File: src/design/epdo_pkg.sv
// Constants shared by the energy pulse digital output block.
// Assumes a 50 MHz core clock and 16-bit parameter words, high word first.
package epdo_pkg;
    // ==========================================================
    // Parameter addresses
    localparam logic [15:0] ADDR_PWR_SEL_ONE = 16'h0064;
    localparam logic [15:0] ADDR_PWR_SEL_TWO = 16'h0065;
    localparam logic [15:0] ADDR_EPP_ONE_HI = 16'h0066;
    localparam logic [15:0] ADDR_EPP_ONE_LO = 16'h0067;
    localparam logic [15:0] ADDR_EPP_TWO_HI = 16'h0068;
    localparam logic [15:0] ADDR_EPP_TWO_LO = 16'h0069;
    localparam logic [15:0] ADDR_PULSE_LEN = 16'h006A;
    localparam logic [15:0] ADDR_SRC_ONE = 16'h00C8;
    localparam logic [15:0] ADDR_SRC_TWO = 16'h00CA;
    localparam logic [15:0] ADDR_STATE_ONE = 16'h0260;
    localparam logic [15:0] ADDR_STATE_TWO = 16'h0261;
    // ==========================================================
    // Reset values
    localparam logic [15:0] RST_PWR_SEL = 16'h0000;
    localparam logic [31:0] RST_EPP = 32'h00000000;
    localparam logic [15:0] RST_PULSE_LEN = 16'h001E;
    localparam logic [15:0] RST_SRC = 16'h0000;
    // ==========================================================
    // Output source codes
    localparam logic [15:0] SRC_COMPARATOR = 16'h0000;
    localparam logic [15:0] SRC_PULSE = 16'h0001;
    localparam logic [15:0] SRC_EXTERNAL = 16'h0002;
    // ==========================================================
    // Timing
    localparam int CLK_PERIOD_NS = 20;
    localparam int MS_NS = 1000000;
    localparam int CYCLES_PER_MS_DEF = MS_NS / CLK_PERIOD_NS;
    localparam logic [15:0] PULSE_LEN_MIN_MS = 16'h000A;
    localparam logic [15:0] PULSE_LEN_MAX_MS = 16'h2710;
    // Energy scale: one pulse-value unit (mWh) equals 3600 W*ms.
    localparam logic [63:0] ENERGY_SCALE = 64'h0000000000000E10;
    localparam int NUM_OUTPUTS = 2;
endpackage

File: src/design/epdo_pulse_if.sv
// Carrier between the output controller and one pulse generator.
// Assumes both ends run on the same clock.
`timescale 1ns/1ps
interface epdo_pulse_if;
    logic tick;
    logic signed [31:0] power;
    logic signed [31:0] epp;
    logic [15:0] len_ms;
    logic pulse;
    modport ctl (output tick, output power, output epp, output len_ms, input pulse);
    modport gen (input tick, input power, input epp, input len_ms, output pulse);
endinterface // epdo_pulse_if

File: src/design/epdo_pulse_gen.sv
// Energy pulse generator for one digital output.
// Assumes tick is a one-cycle pulse once per millisecond.
`timescale 1ns/1ps
module epdo_pulse_gen (
    // Clock and reset
    input wire logic clk,
    input wire logic rst,
    // Controller side
    epdo_pulse_if.gen pif
);
    typedef enum logic [2:0] {
        ST_IDLE = 3'b001,
        ST_HIGH = 3'b010,
        ST_PAUSE = 3'b100
    } epdo_state_e;

    epdo_state_e state_q;
    logic [15:0] cnt_q;
    logic [63:0] acc_q;
    logic [15:0] eff_len;
    logic [63:0] thresh;
    logic [63:0] add;
    logic last_ms;
    logic fire;
    logic signed [32:0] epp_w;
    logic signed [32:0] pwr_w;

    // ==========================================================
    // Energy accumulation
    always_comb begin
        epp_w = 33'(pif.epp);
        pwr_w = 33'(pif.power);
        if (pif.len_ms < epdo_pkg::PULSE_LEN_MIN_MS) begin
            eff_len = epdo_pkg::PULSE_LEN_MIN_MS;
        end else if (pif.len_ms > epdo_pkg::PULSE_LEN_MAX_MS) begin
            eff_len = epdo_pkg::PULSE_LEN_MAX_MS;
        end else begin
            eff_len = pif.len_ms;
        end
        thresh = 64'(epp_w[32] ? 33'(-epp_w) : epp_w) * epdo_pkg::ENERGY_SCALE;
        add = '0;
        if (epp_w > 0 && pwr_w > 0) begin
            add = 64'(pwr_w);
        end else if (epp_w < 0 && pwr_w < 0) begin
            add = 64'(33'(-pwr_w));
        end
    end

    assign last_ms = pif.tick && (cnt_q + 16'h0001 == eff_len);
    // A pulse starts only on a tick, so its length is a whole number of ms.
    assign fire = pif.tick && (thresh != '0) && (acc_q >= thresh)
        && (state_q == ST_IDLE || (state_q == ST_PAUSE && last_ms));

    // Surplus stays in the accumulator so that delayed pulses are still issued.
    always_ff @(posedge clk or posedge rst) begin
        if (rst) begin
            acc_q <= '0;
        end else if (thresh == '0) begin
            acc_q <= '0;
        end else begin
            acc_q <= acc_q + (pif.tick ? add : 64'h0) - (fire ? thresh : 64'h0);
        end
    end

    // ==========================================================
    // Pulse and pause timing
    always_ff @(posedge clk or posedge rst) begin
        if (rst) begin
            state_q <= ST_IDLE;
            cnt_q <= '0;
        end else begin
            case (state_q)
                ST_IDLE: begin
                    if (fire) begin
                        state_q <= ST_HIGH;
                        cnt_q <= '0;
                    end
                end
                ST_HIGH: begin
                    if (last_ms) begin
                        state_q <= ST_PAUSE;
                        cnt_q <= '0;
                    end else if (pif.tick) begin
                        cnt_q <= cnt_q + 16'h0001;
                    end
                end
                ST_PAUSE: begin
                    if (fire) begin
                        state_q <= ST_HIGH;
                        cnt_q <= '0;
                    end else if (last_ms) begin
                        state_q <= ST_IDLE;
                        cnt_q <= '0;
                    end else if (pif.tick) begin
                        cnt_q <= cnt_q + 16'h0001;
                    end
                end
                default: begin
                    state_q <= ST_IDLE;
                    cnt_q <= '0;
                end
            endcase
        end
    end

    assign pif.pulse = (state_q == ST_HIGH);

    // ==========================================================
    // Checks
    logic [15:0] wid_q;
    logic [15:0] gap_q;
    always_ff @(posedge clk or posedge rst) begin
        if (rst) begin
            wid_q <= '0;
            gap_q <= 16'hFFFF;
        end else begin
            wid_q <= !pif.pulse ? 16'h0000 : (pif.tick ? wid_q + 16'h0001 : wid_q);
            gap_q <= pif.pulse ? 16'h0000
                : ((pif.tick && gap_q != 16'hFFFF) ? gap_q + 16'h0001 : gap_q);
        end
    end
endmodule // epdo_pulse_gen

File: src/design/epdo_top.sv
// Two switching digital outputs with comparator, pulse and external sources.
// Assumes parameter accesses come from a same-clock protocol engine and
// that power values and comparator results are produced on CLOCK.
`timescale 1ns/1ps
module epdo_top #(
    parameter int CYCLES_PER_MS = epdo_pkg::CYCLES_PER_MS_DEF,
    parameter int NUM_POWER = 16
) (
    // Clock and reset
    input wire logic CLOCK,
    input wire logic RST,
    // Parameter access
    input wire logic PAR_WR,
    input wire logic PAR_RD,
    input wire logic [15:0] PAR_ADDR,
    input wire logic [15:0] PAR_WDATA,
    output logic [15:0] PAR_RDATA,
    output logic PAR_RVALID,
    output logic PAR_ERR,
    // Measurement and comparator inputs
    input wire logic [NUM_POWER*32-1:0] POWER_VALUES,
    input wire logic [1:0] CMP_RESULT,
    // External source pins
    input wire logic [1:0] EXT_IN,
    // Switching outputs
    output logic [1:0] DOUT
);
    // Refuse at elaboration the sizes that the time base and selector cannot serve.
    if (CYCLES_PER_MS < 1 || NUM_POWER < 1 || NUM_POWER > 65536) begin : g_bad_param
        $error("epdo_top: unsupported parameter value");
    end

    localparam int N = epdo_pkg::NUM_OUTPUTS;

    logic [15:0] pwr_sel_q [N];
    logic [31:0] epp_q [N];
    logic [15:0] src_q [N];
    logic [15:0] len_q;
    logic [1:0] ext_s1_q;
    logic [1:0] ext_s2_q;
    logic [31:0] ms_cnt_q;
    logic tick_q;
    logic [1:0] pulse;
    logic [1:0] dout_d;
    logic [15:0] rdata_d;
    logic hit;

    // ==========================================================
    // Millisecond time base
    always_ff @(posedge CLOCK or posedge RST) begin
        if (RST) begin
            ms_cnt_q <= '0;
            tick_q <= 1'b0;
        end else if (ms_cnt_q == 32'(CYCLES_PER_MS - 1)) begin
            ms_cnt_q <= '0;
            tick_q <= 1'b1;
        end else begin
            ms_cnt_q <= ms_cnt_q + 32'h00000001;
            tick_q <= 1'b0;
        end
    end

    // ==========================================================
    // External source synchroniser
    always_ff @(posedge CLOCK or posedge RST) begin
        if (RST) begin
            ext_s1_q <= '0;
            ext_s2_q <= '0;
        end else begin
            ext_s1_q <= EXT_IN;
            ext_s2_q <= ext_s1_q;
        end
    end

    // ==========================================================
    // Parameter writes
    always_ff @(posedge CLOCK or posedge RST) begin
        if (RST) begin
            for (int i = 0; i < N; i++) begin
                pwr_sel_q[i] <= epdo_pkg::RST_PWR_SEL;
                epp_q[i] <= epdo_pkg::RST_EPP;
                src_q[i] <= epdo_pkg::RST_SRC;
            end
            len_q <= epdo_pkg::RST_PULSE_LEN;
        end else if (PAR_WR) begin
            case (PAR_ADDR)
                epdo_pkg::ADDR_PWR_SEL_ONE: pwr_sel_q[0] <= PAR_WDATA;
                epdo_pkg::ADDR_PWR_SEL_TWO: pwr_sel_q[1] <= PAR_WDATA;
                epdo_pkg::ADDR_EPP_ONE_HI: epp_q[0][31:16] <= PAR_WDATA;
                epdo_pkg::ADDR_EPP_ONE_LO: epp_q[0][15:0] <= PAR_WDATA;
                epdo_pkg::ADDR_EPP_TWO_HI: epp_q[1][31:16] <= PAR_WDATA;
                epdo_pkg::ADDR_EPP_TWO_LO: epp_q[1][15:0] <= PAR_WDATA;
                epdo_pkg::ADDR_PULSE_LEN: len_q <= PAR_WDATA;
                epdo_pkg::ADDR_SRC_ONE: src_q[0] <= PAR_WDATA;
                epdo_pkg::ADDR_SRC_TWO: src_q[1] <= PAR_WDATA;
                default: begin
                end
            endcase
        end
    end

    // ==========================================================
    // Parameter reads
    always_comb begin
        hit = 1'b1;
        rdata_d = 16'h0000;
        case (PAR_ADDR)
            epdo_pkg::ADDR_PWR_SEL_ONE: rdata_d = pwr_sel_q[0];
            epdo_pkg::ADDR_PWR_SEL_TWO: rdata_d = pwr_sel_q[1];
            epdo_pkg::ADDR_EPP_ONE_HI: rdata_d = epp_q[0][31:16];
            epdo_pkg::ADDR_EPP_ONE_LO: rdata_d = epp_q[0][15:0];
            epdo_pkg::ADDR_EPP_TWO_HI: rdata_d = epp_q[1][31:16];
            epdo_pkg::ADDR_EPP_TWO_LO: rdata_d = epp_q[1][15:0];
            epdo_pkg::ADDR_PULSE_LEN: rdata_d = len_q;
            epdo_pkg::ADDR_SRC_ONE: rdata_d = src_q[0];
            epdo_pkg::ADDR_SRC_TWO: rdata_d = src_q[1];
            epdo_pkg::ADDR_STATE_ONE: rdata_d = {15'h0000, DOUT[0]};
            epdo_pkg::ADDR_STATE_TWO: rdata_d = {15'h0000, DOUT[1]};
            default: hit = 1'b0;
        endcase
    end

    // Writes to the state words are refused like unmapped addresses.
    always_ff @(posedge CLOCK or posedge RST) begin
        if (RST) begin
            PAR_RDATA <= '0;
            PAR_RVALID <= 1'b0;
            PAR_ERR <= 1'b0;
        end else begin
            PAR_RVALID <= PAR_RD;
            PAR_RDATA <= PAR_RD ? rdata_d : PAR_RDATA;
            PAR_ERR <= (PAR_RD && !hit) || (PAR_WR && (!hit
                || PAR_ADDR == epdo_pkg::ADDR_STATE_ONE
                || PAR_ADDR == epdo_pkg::ADDR_STATE_TWO));
        end
    end

    // ==========================================================
    // Pulse generators and output routing
    for (genvar g = 0; g < N; g++) begin : g_out
        epdo_pulse_if pif ();
        logic signed [31:0] pwr;

        // An out-of-range selection delivers no power, so no energy accrues.
        always_comb begin
            pwr = '0;
            for (int k = 0; k < NUM_POWER; k++) begin
                if (32'(pwr_sel_q[g]) == 32'(k)) begin
                    pwr = POWER_VALUES[k*32 +: 32];
                end
            end
        end

        assign pif.tick = tick_q;
        assign pif.power = pwr;
        assign pif.epp = epp_q[g];
        assign pif.len_ms = len_q;
        assign pulse[g] = pif.pulse;

        epdo_pulse_gen u_gen (
            .clk(CLOCK),
            .rst(RST),
            .pif(pif.gen)
        );

        always_comb begin
            case (src_q[g])
                epdo_pkg::SRC_COMPARATOR: dout_d[g] = CMP_RESULT[g];
                epdo_pkg::SRC_PULSE: dout_d[g] = pulse[g];
                epdo_pkg::SRC_EXTERNAL: dout_d[g] = ext_s2_q[g];
                default: dout_d[g] = 1'b0;
            endcase
        end
    end

    // Each output is driven from its own flop, independent of the other.
    always_ff @(posedge CLOCK or posedge RST) begin
        if (RST) begin
            DOUT <= '0;
        end else begin
            DOUT <= dout_d;
        end
    end
endmodule // epdo_top

File: config.mk
export PLATFORM = sky130hd
export DESIGN_NAME = epdo_top
export DESIGN_NICKNAME = d
export VERILOG_FILES = /design/src/design/epdo_pkg.sv /design/src/design/epdo_pulse_if.sv /design/src/design/epdo_pulse_gen.sv /design/src/design/epdo_top.sv
export SDC_FILE = /design/constraint.sdc
export NUM_CORES = 2
export LEC_CHECK = 0
export BUFFER_PORTS_ARGS = -buffer_cell sky130_fd_sc_hd__buf_2
export CORE_MARGIN = 1.5
export CORE_UTILIZATION = 45
export CTS_CLUSTER_SIZE = 16
export DETAILED_ROUTE_END_ITERATION = 16
export PLACE_DENSITY = 0.68
export RECOVER_POWER = 25
export SLEW_MARGIN = 20
export SYNTH_ARGS = -nofsm -noshare
export SYNTH_HDL_FRONTEND = slang
export SYNTH_SLANG_ARGS = --single-unit
File: constraint.sdc
create_clock -name CLOCK -period 31.5 [get_ports CLOCK]
set_clock_uncertainty 0.2 [all_clocks]
set_input_delay 6.3 -clock CLOCK [delete_from_list [all_inputs] [get_ports CLOCK]]
set_output_delay 6.3 -clock CLOCK [all_outputs]
set_load 0.05 [all_outputs]
# Word level (Yosys, flattened, before mapping)
# Index checks and enable logic that the tools add are counted.
dict set report word_totals {
  input_bits 552
  out_inout_bits 20
  reg_bits 367
  elab_cells 222
}
dict set report classes {
  n_reduce_logical 42
  n_eq_ne 60
  mul 2
  mux 72
  n_addsub 11
  order_cmp 12
}
# operator count
set op_table {}
lappend op_table {{$mux W32} 33}
lappend op_table {{$mux W64} 12}
lappend op_table {{$eq A16 B4 Y1 const B} 16}
lappend op_table {{$pmux W16 S11} 1}
lappend op_table {{$mux W16} 10}
lappend op_table {{$neg A32 Y33} 4}
lappend op_table {{$add A64 B64 Y64} 2}
lappend op_table {{$eq A16 B3 Y1 const B} 8}
lappend op_table {{$ge A64 B64 Y1} 2}
lappend op_table {{$gt A32 B1 Y1 const B} 4}
lappend op_table {{$logic_not A64 Y1} 2}
lappend op_table {{$lt A32 B1 Y1 const B} 4}
lappend op_table {{$mul A64 B8 Y60 const B} 2}
lappend op_table {{$reduce_bool A64 Y1} 2}
lappend op_table {{$sub A64 B64 Y64} 2}
lappend op_table {{$eq A16 B7 Y1 const B} 7}
lappend op_table {{$eq A16 B2 Y1 const B} 6}
lappend op_table {{$pmux W16 S3} 2}
lappend op_table {{$eq A16 B1 Y1 const B} 4}
lappend op_table {{$logic_not A16 Y1} 4}
lappend op_table {{$add A16 B1 Y16 const B} 2}
lappend op_table {{$add A32 B1 Y32 const B} 1}
lappend op_table {{$eq A16 B10 Y1 const B} 2}
lappend op_table {{$eq A16 B16 Y1} 2}
lappend op_table {{other kinds (19)} 65}

# Depth between registers and ports, before layout
dict set report depth {
  depth_word 25
  depth_mapped 52
  depth_no_buf 48
}

# Modules after synthesis
# A second synthesis with hierarchy kept.
dict set report unflattened {
  hier_cells 6282
  hier_area_um2 51574.5
}
# mod n_inst seq_area_each_um2 area_each_um2 cells_each
set modules_own_cells {}
lappend modules_own_cells {{epdo_pulse_gen (g_out[0].u_gen)} 1 2078.2 17384.2 2197}
lappend modules_own_cells {epdo_top 1 5034.8 17346.6 1973}
lappend modules_own_cells {{epdo_pulse_gen (g_out[1].u_gen)} 1 2078.2 16843.7 2112}

# Worst setup path after synthesis
# Ideal clock, no wire load.
dict set report synth_timing {
  path_type {in2reg}
  from {input POWER_VALUES[118]}
  to {register g_out[0].u_gen.acc_q[60]}
  path_slack_ns 17.116
  setup_time_ns 0.136
  t_arrival_ns 14.048
  path_stages 25
  n_path_buf 0
  required_time_ns 31.164
  cell_sequence {mux4_2 > and2_1 > a221oi_1 > a2111o_1 > o211ai_1 > and4bb_2 > nand4_1 > or3_1 > or4_1 > ha_1 > o21ai_0 > nand3_1 > fa_1 > inv_1 > ha_1 > a211oi_1 > o21ai_0 > a221o_1 > a21oi_1 > nor3b_1 > a21oi_1 > a41oi_1 > o21ai_0 > o41ai_1 > nor3_1}
}
dict set report synth_between {
  elab_chain_cells 21
  word_cells_on_any_way 24
  cone_classes {3 x add/sub; 2 x order compare; 17 x mux; 2 x reduce/logical}
}
# item line_no
set synth_rtl {}
lappend synth_rtl {{start, declared} epdo_top.sv:21} ;# input wire logic [NUM_POWER*32-1:0] POWER_VALUES,
lappend synth_rtl {{$mux W32 * (13 in a row)} epdo_top.sv:148} ;# if (32'(pwr_sel_q[g]) == 32'(k)) begin
lappend synth_rtl {{$lt A32 B1 Y1} epdo_pulse_gen.sv:44} ;# end else if (epp_w < 0 && pwr_w < 0) begin
lappend synth_rtl {{$logic_and A1 B1 Y1} epdo_pulse_gen.sv:44}
lappend synth_rtl {{$mux W64} epdo_pulse_gen.sv:44}
lappend synth_rtl {{$mux W64 *} epdo_pulse_gen.sv:42} ;# if (epp_w > 0 && pwr_w > 0) begin
lappend synth_rtl {{$mux W64 *} epdo_pulse_gen.sv:61} ;# acc_q <= acc_q + (pif.tick ? add : 64'h0) - (fire ? thresh : 64'h0);
lappend synth_rtl {{$add A64 B64 Y64 *} epdo_pulse_gen.sv:61}
lappend synth_rtl {{$sub A64 B64 Y64 *} epdo_pulse_gen.sv:61}
lappend synth_rtl {{$mux W64 *} epdo_pulse_gen.sv:58} ;# end else if (thresh == '0) begin
lappend synth_rtl {{end signal, assigned} epdo_pulse_gen.sv:61}
lappend synth_rtl {{end, declared} epdo_pulse_gen.sv:19} ;# logic [63:0] acc_q;
# Mark *: on every way between the ends. The rest lies on a longest branch, timed or not.
# A chain may end at the register's enable or synchronous reset.

# Worst setup path in the final report
dict set report layout_timing {
  from {input POWER_VALUES[79]}
  to {register g_out[0].u_gen.acc_q[62]}
}
dict set report layout_between {
  elab_chain_cells 22
  word_cells_on_any_way 25
  cone_classes {3 x add/sub; 2 x order compare; 18 x mux; 2 x reduce/logical}
}
# item line_no
set layout_rtl {}
lappend layout_rtl {{$mux W32 * (14 in a row)} epdo_top.sv:148}
lappend layout_rtl {{$lt A32 B1 Y1} epdo_pulse_gen.sv:44}
lappend layout_rtl {{$logic_and A1 B1 Y1} epdo_pulse_gen.sv:44}
lappend layout_rtl {{$mux W64} epdo_pulse_gen.sv:44}
lappend layout_rtl {{$mux W64 *} epdo_pulse_gen.sv:42}
lappend layout_rtl {{$mux W64 *} epdo_pulse_gen.sv:61}
lappend layout_rtl {{$add A64 B64 Y64 *} epdo_pulse_gen.sv:61}
lappend layout_rtl {{$sub A64 B64 Y64 *} epdo_pulse_gen.sv:61}
lappend layout_rtl {{$mux W64 *} epdo_pulse_gen.sv:58}
# Marked as above.

==> summary.txt <==
Status
  – Outcome: complete, but fails checks
  – Failing checks: capacitance limit, slew limit

Timing
  – Fmax achieved: 61.12 MHz
  – Final setup viols: 0
  – Slack of the critical path: 15.14 ns
  – Unrepaired setup endpoints after global routing: false
  – Setup TNS: 0 ns
  – Slew headroom: -2.806
  – Fin. max-slew vios: around 280
  – Final period util: 0.5194
  – Period minus WS final: 16.36 ns
  – Slew @ Worst Pin: ~5.7 ns
  – Final Hold Fails: 0

Clocking
  – # H-tree levels: 2
  – Clk sinks: 367
  – Setup Fix Bufs, Post-CTS: 0
  – Skew-Pair Late Insertion Delay: 0.61 ns
  – Clock Tree Buf Depth: 3
  – CTS Buf Count: 43
  – Root buffer cell: clkbuf_16
  – Hold_buf cts: 0
  – CTS tree: done
  – Gates resized, CTS repair: 0
  – Clock transition at the registers of the reported paths: 0.08 ns

Finish
  – NumNets Final: roughly 8,500
  – Share of cells above drive strength 1: 0.1623
  – # fillers: between 10,000 and 15,000
  – Final instance area: a little over 60,000 µm²
  – Post-layout util: 0.5111
  – Layout Area Growth over Synthesis: 12.79%

Synth
  – Share of the synthesized area in the top cell type: 0.1666
  – Seq cells post-synth: 367
  – Ys flop type: dfrtp_1
  – Main area contributors after synthesis: dfrtp_1 (17%), ha_1 (12%), fa_1 (6.1%)
  – Cells after Synth: 6,713
  – Ys async rst share: 1.000
  – Synthesized cell area: 54,220 µm²
  – Post-synth top area cell: dfrtp_1
  – Synth unique cells: approximately 110
  – Sequential area share after synthesis: 0.1695
  – Yosys warning count: 0
  – Post-synth EDFFs: 0
  – Syn Area/Cell: 8.077 µm²

Critical path
  – Critical path's top delay family: simple AND/OR/NAND/NOR gates
  – Critical setup path kind: input port to register
  – CP endpoint kind: register
  – Crit-path slowest cell: nor4_1
  – Worst EP arrival: 16.61 ns
  – Most used cell, CP: nand4_1
  – Req. time, crit path: 31.75 ns
  – CP Buf/Inv Count: 2
  – Crit path max fanout: 30
  – CP Launch Type: input port
  – Critical path's largest stage delay: about 1.1 ns

Pwr
  – PD cells: around 55 nW/µm²
  – VDD IR-drop max: 0.07539 mV
  – LEAKAGE: 0.02931 µW
  – Overall power: 3358 µW

Floorplan
  – Initial Util: 0.4532
  – FP Rows: 127
  – Chip Width: around 350 µm
  – Core region area: 119,700 µm²
  – Die area: approximately 120,000 µm²
  – Chip Height: 350.1 µm
  – Io pins: roughly 570

Worst hold path
  – HP Class: register to register

Route
  – Routed via count: 60,590
  – 1st-iter DRT viols: roughly 8,200
  – Avg Vias per Cell: 6.753
  – DRC viols: 0
  – WL per Instance: 33.19 µm
  – WL final: approximately 300 mm
  – DR pass1 iterations: 7
  – Routed Antenna Nets: 0

Global routing
  – Total grt overflow: 0
  – All-Layer GR Usage: 0.4712
  – Met2 usage: 0.6535
  – Largest net degree at the start of global routing: 117
  – Global-route wire length before repair: 415.2 mm
  – Global route hottest layer: met2
  – Antenna violations before repair: about 120
  – M3 GR Usage: 0.2009
  – Grt met1 use: 0.6214
  – Vias in the first global route: ~56,000

Run
  – Max-cap violations: 5

Place
  – Buffers on Ports: 571
  – Pre-CTS WS: 14.72 ns
  – Dpl cell area: 59,440 µm²
  – GPL Wtd Cong: between 1 and 1.5
  – Post-detail-place hpwl: between 200 and 250 mm
synth_stat cells, drive strengths merged (41+ instances only):
master and instances:
buf 127, nand3 179, xnor2 276, a21oi 421, clkbuf 214, o21ai 350, o21a 45, xor2 147
nor2 574, fa 166, o21bai 45, nor2b 54, a211oi 62, and3 68, a31oi 74, nand4 102
mux2i 126, inv 579, nand2 477, mux4 43, a22oi 76, a221oi 41, nor3 141, o211ai 46
dfrtp 361, o22ai 89, nand2b 60, ha 527, o31ai 57, mux2 182, and2 44, a21o 216
nor4 75
path summary, 6_finish.rpt:
kind / from / to / slack [ns] / depth (start not counted)
max: POWER_VALUES[79] / g_out[0].u_gen.acc_q[62]$_DFF_PP0_ / 15.14 / 28
min: ext_s1_q[1]$_DFF_PP0_ / ext_s2_q[1]$_DFF_PP0_ / 0.17 / 0
max reg2reg: g_out[1].pif.epp[31]$_DFFE_PP0P_ / g_out[1].u_gen.acc_q[56]$_DFF_PP0_ / 15.83 / 43
min reg2reg: ext_s1_q[1]$_DFF_PP0_ / ext_s2_q[1]$_DFF_PP0_ / 0.17 / 0
max in group asynchronous: RST / pwr_sel_q[0]$_DFFE_PP0P_ / 18.69 / 4
min in group asynchronous: RST / ms_cnt_q[28]$_DFF_PP0_ / 7.26 / 2
area by class of cell:
| type | instances | area [µm²] | share of cell area |
|---|---|---|---|
| multi-input cells | 5513 | 41920 | 0.6855 |
| inverters | 580 | 2178 | 0.03562 |
| flip-flops and latches | 367 | 9208 | 0.1506 |
| repair buffers | 738 | 4126 | 0.06747 |
| well taps | 1612 | 2017 | 0.03298 |
| clock buffers | 57 | 1209 | 0.01976 |
| diodes | 84 | 210.2 | 0.003437 |
| clock inverters | 21 | 286.5 | 0.004685 |
cell families after synthesis:
group / after synthesis / synth area share
adders and majority gates: 714 / 0.1868
and+or+nand+nor: 1987 / 0.1841
other: 2 / 0.0001385
xor gates and xnor gates: 425 / 0.06929
muxes: 351 / 0.07892
AOI/OAI and AO/OA: 1946 / 0.2443
DFF: 367 / 0.1695
buffers and inverters: 921 / 0.06694
flip-flops by register name, indices dropped and copies added (netlist names):
signal,cells
PAR_RDATA,16
pwr_sel_q,32
g_out.u_gen.cnt_q,32
DOUT,2
ext_s1_q,2
ms_cnt_q,32
g_out.pif.len_ms,16
PAR_RVALID,1
g_out.u_gen.state_q,6
ext_s2_q,2
PAR_ERR,1
g_out.u_gen.acc_q,128
g_out.pif.tick,1
g_out.pif.epp,64
src_q,32
through the flow:
step	hold WS (ns)	cells
after global routing	0.1718	8940
final	0.1683	8972
after global placement	0.1340	8807
after floorplan	0.1312	6801
after detailed placement	0.1517	8809
after CTS	0.1645	8887
worst reg2reg max path, delay by kind of cell, from the launching register on:
family | cells | cell delay, ns
and+or+nand+nor | 8 | 2.56
xor gates and xnor gates | 3 | 1.25
AOI/OAI and AO/OA | 17 | 6.30
DFF | 1 | 1.08
adders and majority gates | 8 | 2.63
buffers and inverters | 7 | 1.50
per-layer routing:
metal,vias up,part of all wire
li1,25730,-
met1,29600,0.40
met2,4217,0.40
met3,999,0.14
met4,46,0.056
met5,-,0.0015
report_power, final:
part	switching [µW]	internal [µW]	total (µW)
logic	1290	877	2160
clock network	232	315	547
registers	63.6	584	648
cells in the final DEF (no fill, tap or decap), types with 45 or more instances in the layout:
master / instances
o21bai_1: 45
nor2b_1: 52
and3_1: 68
xor2_1: 146
conb_1: 90
diode_2: 84
nand2b_1: 58
buf_2: 569
dfrtp_1: 356
a21oi_1: 419
a21o_1: 216
a22oi_1: 76
nor2_1: 554
a211oi_1: 61
nand4_1: 102
o21ai_0: 345
o21a_1: 45
a31oi_1: 74
o211ai_1: 46
nor3_1: 135
nand2_1: 477
fa_1: 166
ha_1: 527
mux2i_1: 126
nand3_1: 176
mux2_2: 182
nor4_1: 51
o31ai_1: 54
inv_1: 577
buf_4: 160
xnor2_1: 276
o22ai_1: 89
(Power assumes the default switching activity.)
